### src/logic/acr_pkg.sv
package acr_pkg;
  // Register offsets (byte addresses in special-function space)
  localparam logic [7:0] ACR_OFF_REFH = 8'h13;
  localparam logic [7:0] ACR_OFF_SMPR = 8'h14;
  localparam logic [7:0] ACR_OFF_PINS = 8'h16;
  localparam logic [7:0] ACR_OFF_TRIM = 8'h17;
  localparam logic [7:0] ACR_OFF_CTRL = 8'h18;
  // Writable bit masks; other bits read zero
  localparam logic [7:0] ACR_MSK_REFH = 8'h83;
  localparam logic [7:0] ACR_MSK_SMPR = 8'h7F;
  localparam logic [7:0] ACR_MSK_PINS = 8'hFF;
  localparam logic [7:0] ACR_MSK_TRIM = 8'h3F;
  // Reset values
  localparam logic [7:0] ACR_RST_REFH = 8'h03;
  localparam logic [7:0] ACR_RST_SMPR = 8'h0A;
  localparam logic [7:0] ACR_RST_PINS = 8'h00;
  localparam logic [7:0] ACR_RST_TRIM = 8'h00;
  localparam logic [1:0] ACR_RST_CKDIV = 2'h0;
  // Field positions
  localparam int ACR_BIT_EXTREF = 7;
  localparam int ACR_BIT_SIGN = 5;
  localparam int ACR_BIT_START = 0;
  localparam int ACR_BIT_DONE = 1;
  localparam int ACR_POS_CKDIV = 4;
  // Converter clock dividers for codes 00..11
  localparam logic [4:0] ACR_DIV_00 = 5'h10;
  localparam logic [4:0] ACR_DIV_01 = 5'h08;
  localparam logic [4:0] ACR_DIV_10 = 5'h01;
  localparam logic [4:0] ACR_DIV_11 = 5'h02;
  // Converter clock periods in the whole conversion phase after sampling, one per result bit
  localparam logic [3:0] ACR_BITS_8 = 4'h8;
  localparam logic [3:0] ACR_BITS_10 = 4'hA;
  localparam logic [3:0] ACR_BITS_12 = 4'hC;

  typedef enum logic [1:0] {
    ACR_IDLE = 2'b00,
    ACR_SAMPLE = 2'b01,
    ACR_CONVERT = 2'b10
  } acr_state_e;

  typedef struct packed {
    logic ext_reference_enable;
    logic [1:0] internal_reference_level;
    logic [1:0] sample_pulse_width;
    logic [1:0] resolution_select;
    logic offset_trim_direction;
    logic [4:0] offset_trim_magnitude;
  } acr_cfg_s;
endpackage : acr_pkg

### src/logic/acr_adc_config.sv
`timescale 1ns/100ps
// Behaviour
// - Ext enable low: internal reference, level field
// - Ext enable high: reference from pin zero
// - Level codes VDD,4V,3V,2V; reset 11
// - Sample pulse 1,2,4,8 clocks; reset 10
// - Resolution 8,10,12 bits; reset 10
// - Port A pins 0-4 analog-only bits
// - Port B analog-only bits split across registers
// - Signed five-bit offset trim on results
// - Converter clock divides 16,8,1,2
// - Start bit begins; done flag reports end
module acr_adc_config
  import acr_pkg::*;
(
  input wire logic clk, // 200 MHz
  input wire logic sys_rst, // Sync reset, high
  input wire logic [7:0] reg_addr, // Register address
  input wire logic [7:0] reg_wdata, // Write data
  input wire logic reg_wr, // Write strobe
  input wire logic reg_rd, // Read strobe
  output logic [7:0] reg_rdata, // Read data, next cycle
  output logic ref_internal_en, // Internal reference on
  output logic ref_from_pin, // Reference from porta_pin_zero
  output logic [1:0] internal_reference_level, // Reference level code
  output logic [4:0] porta_analog_only, // Digital input disable
  output logic [5:0] portb_analog_only, // Digital input disable
  output logic conv_clk_en, // Converter clock pulse
  output logic sample_pulse, // Sampling window to core
  output logic conv_busy, // Conversion in progress
  output logic [3:0] result_bits, // Resolution in bits
  output logic trim_direction, // 1 raises, 0 lowers
  output logic [4:0] trim_magnitude, // Offset magnitude
  output logic conv_done // Result available
);

  logic [7:0] refh_q;
  logic [7:0] smpr_q;
  logic [7:0] pins_q;
  logic [7:0] trim_q;
  logic [1:0] ckdiv_q;
  logic [7:0] rdata_q;
  logic [4:0] div_cnt_q;
  logic tick_q;
  logic [3:0] step_q;
  logic done_q;
  acr_state_e state_q;
  acr_cfg_s cfg_q;

  wire sel_refh = reg_addr == ACR_OFF_REFH;
  wire sel_smpr = reg_addr == ACR_OFF_SMPR;
  wire sel_pins = reg_addr == ACR_OFF_PINS;
  wire sel_trim = reg_addr == ACR_OFF_TRIM;
  wire sel_ctrl = reg_addr == ACR_OFF_CTRL;
  wire start_wr = reg_wr && sel_ctrl && reg_wdata[ACR_BIT_START];

  // Only bits that exist are stored
  wire [7:0] refh_d = reg_wdata & ACR_MSK_REFH;
  wire [7:0] smpr_d = reg_wdata & ACR_MSK_SMPR;
  wire [7:0] trim_d = reg_wdata & ACR_MSK_TRIM;

  wire [7:0] ctrl_rd = {2'h0, ckdiv_q, 2'h0, done_q, 1'b0};
  wire [7:0] rdata_d = sel_refh ? refh_q :
                       sel_smpr ? smpr_q :
                       sel_pins ? pins_q :
                       sel_trim ? trim_q :
                       sel_ctrl ? ctrl_rd : 8'h00;

  // Divider selection
  wire [4:0] div_max = (ckdiv_q == 2'h0) ? ACR_DIV_00 :
                       (ckdiv_q == 2'h1) ? ACR_DIV_01 :
                       (ckdiv_q == 2'h2) ? ACR_DIV_10 : ACR_DIV_11;
  wire div_wrap = div_cnt_q >= div_max - 5'h01;

  // Sample length from the latched field
  wire [3:0] smp_len = 4'h1 << cfg_q.sample_pulse_width;
  // Resolution from latched field
  wire [3:0] res_bits = cfg_q.resolution_select[1] ? ACR_BITS_12 :
                        cfg_q.resolution_select[0] ? ACR_BITS_10 : ACR_BITS_8;

  wire [7:0] smpr_now = smpr_q;
  wire [7:0] refh_now = refh_q;
  acr_cfg_s cfg_d;
  assign cfg_d = '{ext_reference_enable: refh_now[ACR_BIT_EXTREF],
                   internal_reference_level: refh_now[1:0],
                   sample_pulse_width: smpr_now[3:2],
                   resolution_select: smpr_now[1:0],
                   offset_trim_direction: trim_q[ACR_BIT_SIGN],
                   offset_trim_magnitude: trim_q[4:0]};

  // Latched copy starts from register reset values, so outputs agree with reads
  acr_cfg_s cfg_rst;
  assign cfg_rst = '{ext_reference_enable: ACR_RST_REFH[ACR_BIT_EXTREF],
                     internal_reference_level: ACR_RST_REFH[1:0],
                     sample_pulse_width: ACR_RST_SMPR[3:2],
                     resolution_select: ACR_RST_SMPR[1:0],
                     offset_trim_direction: ACR_RST_TRIM[ACR_BIT_SIGN],
                     offset_trim_magnitude: ACR_RST_TRIM[4:0]};

  // Register file
  always_ff @(posedge clk) begin
    if (sys_rst) begin
      refh_q <= ACR_RST_REFH;
      smpr_q <= ACR_RST_SMPR;
      pins_q <= ACR_RST_PINS;
      trim_q <= ACR_RST_TRIM;
      ckdiv_q <= ACR_RST_CKDIV;
      rdata_q <= 8'h00;
    end else begin
      if (reg_wr && sel_refh) refh_q <= refh_d;
      if (reg_wr && sel_smpr) smpr_q <= smpr_d;
      if (reg_wr && sel_pins) pins_q <= reg_wdata;
      if (reg_wr && sel_trim) trim_q <= trim_d;
      if (reg_wr && sel_ctrl) ckdiv_q <= reg_wdata[ACR_POS_CKDIV +: 2];
      if (reg_rd) rdata_q <= rdata_d;
      else rdata_q <= 8'h00;
    end
  end

  // Converter clock enable, free running
  always_ff @(posedge clk) begin
    if (sys_rst) begin
      div_cnt_q <= 5'h00;
      tick_q <= 1'b0;
    end else begin
      div_cnt_q <= div_wrap ? 5'h00 : div_cnt_q + 5'h01;
      tick_q <= div_wrap;
    end
  end

  // Conversion sequencer
  always_ff @(posedge clk) begin
    if (sys_rst) begin
      state_q <= ACR_IDLE;
      step_q <= 4'h0;
      done_q <= 1'b1;
      cfg_q <= cfg_rst;
    end else begin
      case (state_q)
        ACR_IDLE: begin
          if (start_wr) begin
            cfg_q <= cfg_d;
            done_q <= 1'b0;
            step_q <= 4'h0;
            state_q <= ACR_SAMPLE;
          end
        end
        ACR_SAMPLE: begin
          if (tick_q) begin
            if (step_q == smp_len - 4'h1) begin
              step_q <= 4'h0;
              state_q <= ACR_CONVERT;
            end else begin
              step_q <= step_q + 4'h1;
            end
          end
        end
        ACR_CONVERT: begin
          if (tick_q) begin
            if (step_q == res_bits - 4'h1) begin
              done_q <= 1'b1;
              state_q <= ACR_IDLE;
            end else begin
              step_q <= step_q + 4'h1;
            end
          end
        end
        default: begin
          state_q <= ACR_IDLE;
        end
      endcase
    end
  end

  // Pad outputs follow live registers; reference and conversion fields are latched
  always_ff @(posedge clk) begin
    if (sys_rst) begin
      ref_internal_en <= 1'b1;
      ref_from_pin <= 1'b0;
      internal_reference_level <= ACR_RST_REFH[1:0];
      porta_analog_only <= 5'h00;
      portb_analog_only <= 6'h00;
      conv_clk_en <= 1'b0;
      sample_pulse <= 1'b0;
      conv_busy <= 1'b0;
      result_bits <= 4'h0;
      trim_direction <= 1'b0;
      trim_magnitude <= 5'h00;
      conv_done <= 1'b1;
    end else begin
      ref_internal_en <= ~cfg_q.ext_reference_enable;
      ref_from_pin <= cfg_q.ext_reference_enable;
      internal_reference_level <= cfg_q.internal_reference_level;
      porta_analog_only <= pins_q[4:0];
      portb_analog_only <= {smpr_q[6:4], pins_q[7:5]};
      conv_clk_en <= tick_q;
      sample_pulse <= state_q == ACR_SAMPLE;
      conv_busy <= state_q != ACR_IDLE;
      result_bits <= res_bits;
      trim_direction <= cfg_q.offset_trim_direction;
      trim_magnitude <= cfg_q.offset_trim_magnitude;
      conv_done <= done_q;
    end
  end

  assign reg_rdata = rdata_q;

  property p_start_clears_done;
    @(posedge clk) disable iff (sys_rst)
    (start_wr && state_q == ACR_IDLE) |=> !done_q ##1 !conv_done;
  endproperty
  a_start_clears_done: assert property (p_start_clears_done) else $error("done not cleared");

  property p_extref;
    @(posedge clk) disable iff (sys_rst)
    cfg_q.ext_reference_enable |=> (ref_from_pin && !ref_internal_en);
  endproperty
  a_extref: assert property (p_extref) else $error("external reference not taken");

  property p_intref;
    @(posedge clk) disable iff (sys_rst)
    !cfg_q.ext_reference_enable |=> (ref_internal_en && !ref_from_pin);
  endproperty
  a_intref: assert property (p_intref) else $error("internal reference not taken");

  property p_porta;
    @(posedge clk) disable iff (sys_rst)
    ##1 porta_analog_only == $past(pins_q[4:0]);
  endproperty
  a_porta: assert property (p_porta) else $error("port A analog bits wrong");

  property p_portb;
    @(posedge clk) disable iff (sys_rst)
    ##1 portb_analog_only == {$past(smpr_q[6:4]), $past(pins_q[7:5])};
  endproperty
  a_portb: assert property (p_portb) else $error("port B analog bits wrong");

  property p_reserved;
    @(posedge clk) disable iff (sys_rst)
    (refh_q[6:2] == 5'h00) && !smpr_q[7] && (trim_q[7:6] == 2'h0);
  endproperty
  a_reserved: assert property (p_reserved) else $error("unimplemented bit set");

  property p_cfg_hold;
    @(posedge clk) disable iff (sys_rst)
    (state_q != ACR_IDLE) |=> $stable(cfg_q);
  endproperty
  a_cfg_hold: assert property (p_cfg_hold) else $error("config moved mid-conversion");

  property p_tick_spacing;
    @(posedge clk) disable iff (sys_rst)
    // Divider may be rewritten mid-window; only a steady setting is judged
    (tick_q && ckdiv_q == 2'h1) ##1 (ckdiv_q == 2'h1) [*7] |=> tick_q && !$past(tick_q);
  endproperty
  a_tick_spacing: assert property (p_tick_spacing) else $error("divide by 8 wrong");

  property p_sample_len;
    @(posedge clk) disable iff (sys_rst)
    (state_q == ACR_SAMPLE && cfg_q.sample_pulse_width == 2'h0 && tick_q)
      |=> state_q == ACR_CONVERT;
  endproperty
  a_sample_len: assert property (p_sample_len) else $error("one-clock sample wrong");

  property p_trim;
    @(posedge clk) disable iff (sys_rst)
    ##1 trim_magnitude == $past(cfg_q.offset_trim_magnitude);
  endproperty
  a_trim: assert property (p_trim) else $error("trim not applied");

  property p_level_reset;
    @(posedge clk) disable iff (sys_rst)
    $fell(sys_rst) |=> internal_reference_level == ACR_RST_REFH[1:0];
  endproperty
  a_level_reset: assert property (p_level_reset) else $error("level not 11 after reset");

  property p_pins_reset;
    @(posedge clk) disable iff (sys_rst)
    $fell(sys_rst) |-> (porta_analog_only == 5'h00) && (portb_analog_only == 6'h00);
  endproperty
  a_pins_reset: assert property (p_pins_reset) else $error("pins not clear after reset");

  property p_level_latch;
    @(posedge clk) disable iff (sys_rst)
    (start_wr && state_q == ACR_IDLE) |=> ##1 internal_reference_level == $past(refh_q[1:0], 2);
  endproperty
  a_level_latch: assert property (p_level_latch) else $error("level not latched");

  property p_res_low;
    @(posedge clk) disable iff (sys_rst)
    (start_wr && state_q == ACR_IDLE && smpr_q[1:0] == 2'h0) |=> ##1 result_bits == ACR_BITS_8;
  endproperty
  a_res_low: assert property (p_res_low) else $error("8-bit resolution wrong");

  property p_res_high;
    @(posedge clk) disable iff (sys_rst)
    (start_wr && state_q == ACR_IDLE && smpr_q[1]) |=> ##1 result_bits == ACR_BITS_12;
  endproperty
  a_res_high: assert property (p_res_high) else $error("12-bit resolution wrong");

  property p_busy_done;
    @(posedge clk) disable iff (sys_rst)
    conv_busy == !conv_done;
  endproperty
  a_busy_done: assert property (p_busy_done) else $error("done and busy disagree");

  property p_fast_tick;
    @(posedge clk) disable iff (sys_rst)
    (ckdiv_q == 2'h2) |=> tick_q;
  endproperty
  a_fast_tick: assert property (p_fast_tick) else $error("divide by 1 wrong");

  property p_half_tick;
    @(posedge clk) disable iff (sys_rst)
    (tick_q && ckdiv_q == 2'h3) ##1 (ckdiv_q == 2'h3) |-> !tick_q ##1 tick_q;
  endproperty
  a_half_tick: assert property (p_half_tick) else $error("divide by 2 wrong");

  property p_sample_wide;
    @(posedge clk) disable iff (sys_rst)
    (state_q == ACR_SAMPLE && tick_q && cfg_q.sample_pulse_width == 2'h3 && step_q != 4'h7)
      |=> state_q == ACR_SAMPLE;
  endproperty
  a_sample_wide: assert property (p_sample_wide) else $error("eight-clock sample cut");

  property p_unmapped_read;
    @(posedge clk) disable iff (sys_rst)
    (reg_rd && !(sel_refh || sel_smpr || sel_pins || sel_trim || sel_ctrl)) |=> reg_rdata == 8'h00;
  endproperty
  a_unmapped_read: assert property (p_unmapped_read) else $error("unmapped read not zero");

  property p_ctrl_read;
    @(posedge clk) disable iff (sys_rst)
    (reg_rd && sel_ctrl) |=> !reg_rdata[ACR_BIT_START] && (reg_rdata[ACR_BIT_DONE] == conv_done);
  endproperty
  a_ctrl_read: assert property (p_ctrl_read) else $error("control read wrong");

  property p_porta_write;
    @(posedge clk) disable iff (sys_rst)
    (reg_wr && sel_pins) |=> ##1 porta_analog_only == $past(reg_wdata[4:0], 2);
  endproperty
  a_porta_write: assert property (p_porta_write) else $error("port A write not applied");

  property p_portb_high;
    @(posedge clk) disable iff (sys_rst)
    (reg_wr && sel_smpr) |=> ##1 portb_analog_only[5:3] == $past(reg_wdata[6:4], 2);
  endproperty
  a_portb_high: assert property (p_portb_high) else $error("port B pins 3-5 wrong");

  property p_portb_low;
    @(posedge clk) disable iff (sys_rst)
    (reg_wr && sel_pins) |=> ##1 portb_analog_only[2:0] == $past(reg_wdata[7:5], 2);
  endproperty
  a_portb_low: assert property (p_portb_low) else $error("port B pins 0-2 wrong");

endmodule : acr_adc_config

### config.mk
export PLATFORM = sky130hd
export DESIGN_NAME = acr_adc_config
export DESIGN_NICKNAME = d
export VERILOG_FILES = /design/src/logic/acr_pkg.sv /design/src/logic/acr_adc_config.sv
export SDC_FILE = /design/constraint.sdc
export NUM_CORES = 1
export LEC_CHECK = 0
export BUFFER_PORTS_ARGS = -buffer_cell sky130_fd_sc_hd__buf_2
export CORE_MARGIN = 5
export CORE_UTILIZATION = 55
export CTS_BUF_LIST = sky130_fd_sc_hd__clkbuf_8
export CTS_CLUSTER_SIZE = 16
export DETAILED_ROUTE_END_ITERATION = 10
export PLACE_DENSITY = 0.78
export SYNTH_ARGS = -nofsm -noshare
export SYNTH_HDL_FRONTEND = slang
export SYNTH_SLANG_ARGS = --single-unit
### constraint.sdc
create_clock -name clk -period 3.2 [get_ports clk]
set_clock_uncertainty 0.2 [all_clocks]
set_input_delay 0.64 -clock clk [delete_from_list [all_inputs] [get_ports clk]]
set_output_delay 0.64 -clock clk [all_outputs]
set_load 0.005 [all_outputs]
# Word level (Yosys, flattened, before mapping)

Cells that the tools add are included.

Flip-flop bits (word level): 89
Latch bits: 0
Bits in writable memories: 0
Bits in read-only memories: 0
Output and inout bits: 37
Logic and storage cells: 100
Memories: 0

Add/sub/neg operators: 5
$mul: 0
Div/mod/pow operators: 0
Order comparisons: 1
Equal/unequal tests: 17
Shift-type cells: 1
Multiplexer cells: 26
Bitwise logic cells: 2
Reductions and logical operators: 18

Operators by type and width:

| kind                                                                   | number |
|---|---|
| 8-bit by 5-bit equality test with 1-bit output (second input constant) | 5 |
| 4-bit 2-to-1 mux                                                       | 6 |
| 8-bit 2-to-1 mux                                                       | 3 |
| 2-bit 2-to-1 mux                                                       | 7 |
| 6-bit 2-to-1 mux                                                       | 2 |
| 2-bit inequality test (second input constant)                          | 6 |
| 4-bit case mux with 3 select lines                                     | 1 |
| 5-bit AND reduction                                                    | 2 |
| 4-bit equality test                                                    | 2 |
| 4-bit by 1-bit subtractor with 4-bit output (second input constant)    | 2 |
| 1-bit logical AND                                                      | 6 |
| 2-bit case mux with 3 select lines                                     | 1 |
| 5-bit by 1-bit adder with 5-bit output (second input constant)         | 1 |
| 5-bit >= comparator                                                    | 1 |
| 5-bit 2-to-1 mux                                                       | 1 |
| 5-bit by 1-bit subtractor with 5-bit output (second input constant)    | 1 |
| 4-bit by 1-bit adder with 4-bit output (second input constant)         | 1 |
| 2-bit by 1-bit equality test with 1-bit output (second input constant) | 2 |
| 2-bit equality test (second input constant)                            | 2 |
| 2-bit logical NOT                                                      | 2 |
| 4-bit AND reduction                                                    | 1 |
| 2-bit nonzero test                                                     | 2 |
| 2-bit OR reduction                                                     | 2 |
| 1-bit by 2-bit left shift with 4-bit output (first input constant)     | 1 |
| 7 further kinds                                                        | 10 |

# Depth between registers and ports, before layout

Gate-level depths: netlist (run 1).

Depth in word-level cells: 7
Mapped depth: 7
Mapped depth without buffers: 7

# Worst setup path before layout (run 1)

Ideal clock, no wire load.

Path kind: input to register
Start point: in reg_addr[5]
End point: reg state_q[1]
Library setup time: 121 ps
Arrival: 2310 ps
Required time: 2879 ps
Setup slack: 569 ps
Stages on the path: 6
Path buffers: 1
Cell sequence: or4b_4 > buf_6 > o31ai_4 > o311ai_0 > nor3_2 > mux2_2

Cells in the longest elaborated chain, start to end: 5

RTL lines:

| element                                        | RTL line              | source |
|---|---|---|
| start, declared                                | acr_adc_config.sv:18  | `input wire logic [7:0] reg_addr,` |
| 8-bit by 5-bit equality test with 1-bit output | acr_adc_config.sv:54  | `wire sel_ctrl = reg_addr == ACR_OFF_CTRL;` |
| 1-bit logical AND (2 in series)                | acr_adc_config.sv:55  | `wire start_wr = reg_wr && sel_ctrl && reg_wdata[ACR_BIT_START];` |
| 2-bit inequality test (no source line)         | -                     |  |
| 5-bit AND reduction (no source line)           | -                     |  |
| end signal, assigned                           | acr_adc_config.sv:134 | `state_q <= ACR_IDLE;` |
| end signal, assigned                           | acr_adc_config.sv:145 | `state_q <= ACR_SAMPLE;` |
| end signal, assigned                           | acr_adc_config.sv:152 | `state_q <= ACR_CONVERT;` |
| end, declared                                  | acr_adc_config.sv:47  | `acr_state_e state_q;` |

Every way passes these cells.
A chain may end at the register's enable or synchronous reset.

# Worst setup path after layout (run 1)

Start point: in reg_addr[5]
End point: reg pins_q[6]

Cells in the longest elaborated chain, start to end: 2

RTL lines:

| element                                        | RTL line              | source |
|---|---|---|
| 8-bit by 5-bit equality test with 1-bit output | acr_adc_config.sv:52  | `wire sel_pins = reg_addr == ACR_OFF_PINS;` |
| 1-bit logical AND                              | acr_adc_config.sv:112 | `if (reg_wr && sel_pins) pins_q <= reg_wdata;` |
| end signal, assigned                           | acr_adc_config.sv:112 |  |
| end, declared                                  | acr_adc_config.sv:39  | `logic [7:0] pins_q;` |

Every way passes these cells.

==> qor.yml, run 1 <==
outcome:
  outcome: "finished clean"
routing:
  avgRoutedWirePerCell_um: 14.5
  wl_mm: 7.55
  dr.pass1.iters: 5
  drcViolationCount: 0
  drtIter0Drc: 179
  via_count: 2893
  viasPerCell: 5.55
  ant_nets: 0
clock_network:
  ctsLongestPathBuffers: 2
  post_cts_resize_count: 0
  clock_latency_ns: 0.35
  postCtsSetupRepairBufs: 0
  cts_root_buf: "clkbuf_8"
  clock-sinks: 88
  cts_inserted_buffers: 9
  cts_hold_buffers: 0
  ctsHtreeMaxLevel: 3
  cts_tree: "built"
  clkTransAtPathRegs_ns: 0.08
synth:
  synth_compound_area_frac: 0.150
  synthAdderAreaFrac: 0.0398
  synthArstFlopShare: 0
  synthMuxAreaShare: 0.00615
  synth_simple_gate_area_share: 0.245
  ys_seq_area_frac: 0.509
  syn-num-nets: 416
  ys.warnings.count: 0
  synthFlopType: "dfxtp_1"
  synth_cell_type_count: 53
  syn_area_um2: 3460
  avgSynthCellArea_um2: 8.99
  synth_top_family_by_area: "simple AND/OR/NAND/NOR gates"
  syn_inst: 385
  synth_xor_area_frac: 0.0101
  synth-seq-cells: 88
  synth_edf_count: 0
global_routing:
  track_usage: 0.202
  antenna_found_initial: 0
  grt_pass1_wl_mm: 12.5
  grt_max_degree: 53
  grt_pass1_vias: 2631
  grt_overflow_total: 0
sta:
  tightest_slew_ns: 0.590
  slew_headroom: 0.603
  maxSlewViolCount: 0
  setup_violations: 0
  setup_tns_ns: 0
  hold_viol: 0
  fin_crit_sh: 0.774
  rsz0062_at_grt: "false"
  period_minus_slack_ns: 2.48
  max_freq_mhz: 404
die:
  io_pins: 57
  rows: 29
  die_area_um2: 7980
  core_area_um2: 6240
  initial_utilization: 0.555
  die_height_um: 89.3
  die_width_um: 89.3
critical_path:
  timing.rr.start: "state_q[1]$_SDFFE_PP0P_"
  cp.arrival_ns: 2.54
  start_kind: "primary input"
  ff2ff_path_depth: 6
  crit_required_ns: 3.27
  r2r-end: "step_q[0]$_SDFFE_PP0P_"
  critPathKind: "primary input to flip-flop"
  reg2reg_slack_ns: 0.95
  worstPathCellList: "buf_2 > or4b_4 > nor4_1 > and2_1 > nand2_1 > a21oi_1"
  cp_slowest_cell: "or4b_4"
  cp-end-kind: "flip-flop"
  cp_max_fo: 8
  setup.worst_path.start: "reg_addr[5]"
  cpPeakStageDelay_ns: 0.60
  critical_path.endpoint: "pins_q[6]$_SDFFE_PP0P_"
final_layout:
  nNetsFinal: 471
  syn2layout_area_growth_pct: 14.9
  antenna_cells: 0
  post-route-util: 0.637
  drive_gt1_frac: 0.205
  fin_cells: 521
worst_hold_path:
  hold_class: "flip-flop to flip-flop"
placement:
  dp_cells: 506
  dp_hpwl_mm: 5.15
  gp_congestion: 0.886
  io_buffers: 55
power_and_ir_drop:
  ir_drop_uv: 285
  p_per_area_nw_per_um2: 507
  power_leakage_nw: 1.62
job:
  maxCapViolCount: 0
## state kept, by name (all words and copies together) (netlist names)
signal                    flops
cfg_q                        13
sample_pulse                  1
conv_busy                     1
internal_reference_level      2
reg_rdata                     8
ref_internal_en               1
tick_q                        1
smpr_now                      7
refh_now                      3
ref_from_pin                  1
trim_magnitude                5
trim_direction                1
portb_analog_only             6
conv_done                     1
pins_q                        8
porta_analog_only             5
trim_q                        6
state_q                       2
conv_clk_en                   1
ckdiv_q                       2
step_q                        4
div_cnt_q                     5
result_bits                   3
done_q                        1
## where the power goes
group          switching (mW)  internal (mW)
sequential             0.0165           1.12
combinational           0.126         0.0854
clock                   0.389          0.282
## kinds of logic (layout without fill, tap and decap cells)
group                      Yosys count  after routing
and+or+nand+nor                    167            167
DFF                                 88             88
AOI/OAI and AO/OA                   80             80
buffers and inverters               31             90
adders and majority gates           11             11
xor gates and xnor gates             4              4
other                                2              2
muxes                                2              2
## routing by layer
metal	routed length, µm	global-route usage	up-vias	part of all wire
li1	-	-	1435	-
met1	3360	0.271	1327	0.45
met2	3500	0.322	116	0.46
met3	531	0.0341	15	0.070
met4	161	0.0866	0	0.021
met5	0	0	-	0
## per-stage QoR
step | setup WS (ns) | power [mW] | cell area (µm²) | hold slack, ns
2_1_floorplan | 0.569 | 1.31 | 3460 | 0.217
3_3_place_gp | 0.460 | 1.36 | 3810 | 0.227
3_5_place_dp | 0.385 | 1.37 | 3810 | 0.238
4_1_cts | 0.745 | 2.03 | 3980 | 0.255
5_1_grt | 0.652 | 2.11 | 3980 | 0.270
6_report | 0.724 | 2.02 | 3980 | 0.252
## how the worst min path moves through the flow
stage                      startpoint                                     end  slack [ns]  cells after the start
2_1_floorplan  cfg_q[10]$_SDFFE_PP1P_  internal_reference_level[0]$_SDFF_PP1_        0.22                      1
3_3_place_gp   cfg_q[10]$_SDFFE_PP1P_  internal_reference_level[0]$_SDFF_PP1_        0.23                      1
3_5_place_dp   cfg_q[11]$_SDFFE_PP1P_  internal_reference_level[1]$_SDFF_PP1_        0.24                      1
4_1_cts         cfg_q[4]$_SDFFE_PP0P_                   cfg_q[4]$_SDFFE_PP0P_        0.26                      2
5_1_grt        cfg_q[10]$_SDFFE_PP1P_  internal_reference_level[0]$_SDFF_PP1_        0.27                      1
6_report       cfg_q[11]$_SDFFE_PP1P_  internal_reference_level[1]$_SDFF_PP1_        0.25                      1
## worst max-delay path: cells and delay by family
kind	cells	cell delay, ns
AO/OA/AOI/OAI	1	0.17
buffers and inverters	1	0.09
AND/OR/NAND/NOR	4	1.64
## Yosys cell counts, types with 2 or more instances
master    instances  area (µm²)
a222oi_1          3        30.0
o21ai_0           9        45.0
buf_2             3        15.0
a221oi_1          2        17.5
or2_2             5        31.3
a22oi_1           5        37.5
dfxtp_1          88        1760
nor2_1           10        37.5
o211ai_1          3        22.5
nor2b_1          21         131
nand3_1          29         145
buf_1             3        11.3
nand2_1          76         285
or3_1             2        12.5
a31oi_1           2        12.5
o311ai_0          2        17.5
and2_1            2        12.5
inv_1            11        41.3
a21oi_1          43         215
ha_1             11         138
conb_1            2        7.51
clkbuf_1         12        45.0
or4b_1            2        20.0
o211a_1           2        20.0
nand4b_1          2        17.5
nand2b_1          3        18.8
nor4_1            2        12.5
nor4bb_1          2        20.0
nor4_2            2        25.0
xor2_1            3        26.3
## final cells by class
type                            instances  area, µm²
Timing Repair Buffer                   64        343
Tap cell                               77       96.3
Multi-Input combinational cell        266       1570
Sequential cell                        88       1760
Clock buffer                            9        124
Inverter                               11       41.3
Fill cell                             539       2260
Clock inverter                          6       43.8
## layout by cell type, fill, tap and decap left out, types with 2 or more instances in the layout
master / count
nand2_1: 76
a22oi_1: 5
dfxtp_1: 88
ha_1: 11
a222oi_1: 3
nor4bb_1: 2
nand4b_1: 2
clkinv_2: 2
xor2_1: 3
buf_4: 9
inv_6: 2
buf_2: 55
nand2b_1: 3
a21oi_1: 43
a221oi_1: 2
nor2b_1: 21
or4b_1: 2
nand3_1: 29
a31oi_1: 2
nor2_1: 10
and2_1: 2
o21ai_0: 9
clkbuf_8: 9
nor4_1: 2
o311ai_0: 2
o211ai_1: 3
o211a_1: 2
conb_1: 2
or2_2: 5
inv_1: 11
nor4_2: 2
or3_1: 2
Note: power is estimated with default switching activity, not from simulation.
==> run 2, diff against run 1 <==
==> constraint.sdc (replaced) <==
create_clock -name clk -period 2.6 [get_ports clk]
set_clock_uncertainty 0.2 [all_clocks]
set_input_delay 0.52 -clock clk [delete_from_list [all_inputs] [get_ports clk]]
set_output_delay 0.52 -clock clk [all_outputs]
set_load 0.005 [all_outputs]
==> run 2 against run 1 <==
Against the previous run:
- critical endpoint is now state_q[1]$_SDFFE_PP0P_
- design area increased by 2.2%
- hold slack lost 0.038 ns
- flip-flop and latch count unchanged
- largest power group unchanged
- highest routed layer unchanged
- total power is 26% higher
- sequential power grew 24%
==> qor.yml, run 2 (synthesized netlist as in run 1, its figures left out) <==
routing:
  avgRoutedWirePerCell_um: 14.5
  viasPerCell: 5.53
  via_count: 2944
  drcViolationCount: 0
  dr.pass1.iters: 5
  ant_nets: 0
  drtIter0Drc: 334
  wl_mm: 7.72
worst_hold_path:
  min_path_cells: 3
  hold_class: "primary input to flip-flop"
  worstHoldEndpoint: "pins_q[6]$_SDFFE_PP0P_"
  worstHoldStart: "reg_wdata[6]"
final_layout:
  nNetsFinal: 481
  final_cell_mix: "dfxtp_1, nand2_1, buf_2"
  top_register: "cfg_q"
  drive_gt1_frac: 0.222
  syn2layout_area_growth_pct: 17.4
  layout_commonest_cell: "dfxtp_1"
  post-route-util: 0.651
  antenna_cells: 0
  largest_reg_flops: 13
sta:
  whs_ns: 0.215
  tightest_slew_ns: 0.625
  hold_viol: 0
  max_freq_mhz: 429
  setup_violations: 0
  maxSlewViolCount: 0
  slew_headroom: 0.579
  fin_crit_sh: 0.898
  period_minus_slack_ns: 2.33
  rsz0062_at_grt: "false"
global_routing:
  antenna_found_initial: 0
  grt_pass1_wl_mm: 12.8
  grt_max_degree: 29
  grt_overflow_total: 0
  track_usage: 0.207
  grt_pass1_vias: 2802
die:
  die_area_um2: 7980
  die_width_um: 89.3
  io_pins: 57
  initial_utilization: 0.555
  rows: 29
  die_height_um: 89.3
  core_area_um2: 6240
critical_path:
  cp_max_fo: 3
  reg2reg_slack_ns: 0.29
  crit_required_ns: 2.64
  timing.rr.start: "state_q[1]$_SDFFE_PP0P_"
  setup.worst_path.start: "reg_addr[0]"
  critPathKind: "primary input to flip-flop"
  ff2ff_path_depth: 6
  start_kind: "primary input"
  cp.arrival_ns: 2.37
  r2r-end: "step_q[0]$_SDFFE_PP0P_"
  cp-end-kind: "flip-flop"
power_and_ir_drop:
  ir_drop_uv: 372
  power_leakage_nw: 1.67
  p_per_area_nw_per_um2: 624
placement:
  dp_hpwl_mm: 5.48
  gp_congestion: 0.881
  io_buffers: 55
clock_network:
  ctsHtreeMaxLevel: 3
  cts_root_buf: "clkbuf_8"
  clkTransAtPathRegs_ns: 0.09
  post_cts_resize_count: 0
  postCtsSetupRepairBufs: 0
  clock_latency_ns: 0.35
  cts_hold_buffers: 0
  clock-sinks: 88
  ctsLongestPathBuffers: 2
  cts_inserted_buffers: 9
  cts_tree: "built"
outcome:
  outcome: "finished clean"
job:
  maxCapViolCount: 0
==> run 2: changes by cell type in the layout (fill, tap and decap cells not counted), sizes merged <==
cell    delta
buf       +10
inv        +2
clkinv     -1
==> run 2: routing by layer <==
| layer | routed length (µm) | track usage | part of all wire |
|---|---|---|---|
| met1 | 3290 | 0.265 | 0.43 |
| met2 | 3800 | 0.345 | 0.49 |
| met3 | 516 | 0.0452 | 0.067 |
| met4 | 110 | 0.0690 | 0.014 |
| met5 | 0 | 0 | 0 |
==> run 2: worst max-delay path by stage <==
stage                         endpoint
6_report       state_q[1]$_SDFFE_PP0P_
5_1_grt         step_q[0]$_SDFFE_PP0P_
4_1_cts        state_q[1]$_SDFFE_PP0P_
3_5_place_dp   state_q[1]$_SDFFE_PP0P_
3_3_place_gp   state_q[1]$_SDFFE_PP0P_
2_1_floorplan  state_q[1]$_SDFFE_PP0P_
==> run 2: report_power, final <==
group | switching (mW) | internal [mW]
logic | 0.160 | 0.124
registers | 0.0204 | 1.38
clock network | 0.500 | 0.357
==> run 2: cell type report <==
| class | count | area (µm²) |
|---|---|---|
| Clock buffer | 9 | 124 |
| Clock inverter | 7 | 55.1 |
| Fill cell | 535 | 2180 |
| Inverter | 11 | 41.3 |
| Multi-Input combinational cell | 266 | 1570 |
| Sequential cell | 88 | 1760 |
| Tap cell | 77 | 96.3 |
| Timing Repair Buffer | 74 | 418 |
==> run 2: stage by stage <==
stage	cells	area [µm²]	power, mW	setup TNS [ns]	setup WS, ns
after floorplan	385	3460	1.61	0	0.0892
after global placement	516	3880	1.70	0	0.0195
after detailed placement	516	3880	1.71	-0.0660	-0.0660
after CTS	532	4060	2.56	0	0.294
after global routing	532	4060	2.66	0	0.154
final	532	4060	2.54	0	0.266
==> run 2: worst max-delay path, cell delays in order <==
cell and delay (ns):
buf_2 0.10, or4b_1 0.61, o31ai_4 0.32, o311ai_0 0.23, nor3_2 0.22, mux2_2 0.37
==> run 3, diff against run 2 <==
==> constraint.sdc (replaced) <==
create_clock -name clk -period 2.6 [get_ports clk]
set_clock_uncertainty 0.2 [all_clocks]
set_input_delay 0 -clock clk [delete_from_list [all_inputs] [get_ports clk]]
set_output_delay 0 -clock clk [all_outputs]
set_load 0.005 [all_outputs]
==> run 3 against run 2 <==
Against the previous run:
- final cell count increased by 1.7%
- sequential power about the same
- first-iteration DRC count is 25% lower
- die area unchanged
- sequential share of layout area decreased by 1.4 points
- largest cell class unchanged
==> qor.yml, run 3 (synthesized netlist as in run 1, its figures left out) <==
global_routing:
  grt_overflow_total: 0
  antenna_found_initial: 0
  grt_max_degree: 36
  grt_busiest_layer: "met2"
  grt_pass1_wl_mm: 12.9
  grt_pass1_vias: 2849
  grtUsageMet3: 0.0479
  use_met1: 0.270
  track_usage: 0.208
  met2_usage: 0.338
final_layout:
  multi_input_area_um2: 1570
  fill_cells: 495
  layout_commonest_cell: "dfxtp_1"
  nNetsFinal: 490
  top_register: "cfg_q"
  largest_reg_flops: 13
  seq_area_um2: 1760
  final_cell_mix: "dfxtp_1, nand2_1, buf_2"
  antenna_cells: 0
  post-route-util: 0.673
  syn2layout_area_growth_pct: 21.4
  final_area_um2: 4200
  drive_gt1_frac: 0.198
clock_network:
  cts_hold_buffers: 19
  clkTransAtPathRegs_ns: 0.08
  clock_latency_ns: 0.35
  cts_root_buf: "clkbuf_8"
  ctsHtreeMaxLevel: 3
  cts_tree: "built"
  clock-sinks: 88
  post_cts_resize_count: 0
  cts_inserted_buffers: 9
  postCtsSetupRepairBufs: 0
  ctsLongestPathBuffers: 2
sta:
  setup_violations: 0
  tightest_slew_ns: 0.621
  slew_headroom: 0.582
  maxSlewViolCount: 0
  fin_crit_sh: 0.947
  setup_tns_ns: 0
  max_freq_mhz: 406
  period_minus_slack_ns: 2.46
  rsz0062_at_grt: "false"
  hold_viol: 0
die:
  core_area_um2: 6240
  rows: 29
  die_area_um2: 7980
  die_height_um: 89.3
  io_pins: 57
  initial_utilization: 0.555
  die_width_um: 89.3
critical_path:
  cp_max_fo: 8
  crit_required_ns: 2.70
  cp-end-kind: "flip-flop"
  start_kind: "primary input"
  cp.arrival_ns: 2.56
  path_delay_family: "buffers and inverters"
  cp_num_buf_inv: 3
  worstPathCellList: "dlygate4sd3_1 > buf_2 > nand2b_1 > nor4_1 > and2_1 > nand2_1 > a21oi_1 > dlygate4sd3_1"
  crit_top_cell: "dlygate4sd3_1"
  critPathKind: "primary input to flip-flop"
  cp_slowest_cell: "dlygate4sd3_1"
  cpPeakStageDelay_ns: 0.56
routing:
  ant_nets: 0
  wl_mm: 7.89
  drtIter0Drc: 249
  dr.pass1.iters: 5
  avgRoutedWirePerCell_um: 14.6
  drcViolationCount: 0
  viasPerCell: 5.48
  via_count: 2964
power_and_ir_drop:
  ir_drop_uv: 380
  p_per_area_nw_per_um2: 627
  power_leakage_nw: 1.72
placement:
  post_dp_cell_area_um2: 3810
  gp_congestion: 0.837
  io_buffers: 55
  dp_hpwl_mm: 5.24
worst_hold_path:
  hold_class: "primary input to flip-flop"
job:
  maxCapViolCount: 0
outcome:
  outcome: "finished clean"
[run 3: cell types whose count changed in the layout (fill, tap and decap cells not counted), sizes merged]
| cell | before | now |
|---|---|---|
| inv | 15 | 13 |
| clkinvlp | 1 | 2 |
| dlygate4sd3 | 0 | 19 |
| buf | 74 | 64 |
| bufinv | 0 | 1 |
[run 3: where the power goes]
part | switching, mW | internal [mW] | leakage, nW
Clock | 0.506 | 0.454 | 0.0977
Sequential | 0.0211 | 1.38 | 0.711
Combinational | 0.159 | 0.119 | 0.915
[run 3: final cells by class]
type | instances | share of cell area
tap | 77 | 0.0229
clock buffer | 9 | 0.0295
sequential | 88 | 0.419
inverter | 11 | 0.00982
multi-input combinational | 266 | 0.373
timing repair buffer | 83 | 0.127
clock inverter | 7 | 0.0188
[run 3: tightest hold or removal path, stage by stage]
cell and delay, ns:
buf_2 0.08, or4b_4 0.17, nor4_1 0.10, a22oi_1 0.15, nor2_1 0.08
[run 3: metal layers]
metal / up-vias / wire [µm] / part of all wire
li1: 1479 / - / -
met1: 1371 / 3490 / 0.44
met2: 100 / 3800 / 0.48
met3: 14 / 491 / 0.062
met4: 0 / 101 / 0.013
met5: - / 0 / 0
[run 3: worst paths after layout]
check / from / end / slack (ns) / cells after the start
worst max-delay path: reg_addr[3] / pins_q[6]$_SDFFE_PP0P_ / 0.14 / 8
worst min-delay path: reg_addr[6] / reg_rdata[7]$_SDFF_PP0_ / 0.08 / 5
worst max register to register: state_q[1]$_SDFFE_PP0P_ / step_q[0]$_SDFFE_PP0P_ / 0.23 / 6
worst min register to register: cfg_q[11]$_SDFFE_PP1P_ / internal_reference_level[1]$_SDFF_PP1_ / 0.25 / 1
[run 3: through the flow]
stage                     cells  hold slack, ns  setup WS (ns)  power, mW
final                       541          0.0800          0.139       2.64
after global placement      506          0.0709          0.443       1.68
after global routing        541          0.0787         0.0565       2.74
after floorplan             385         -0.0595          0.594       1.61
after CTS                   541          0.0771          0.242       2.64
after detailed placement    506          0.0733          0.314       1.69
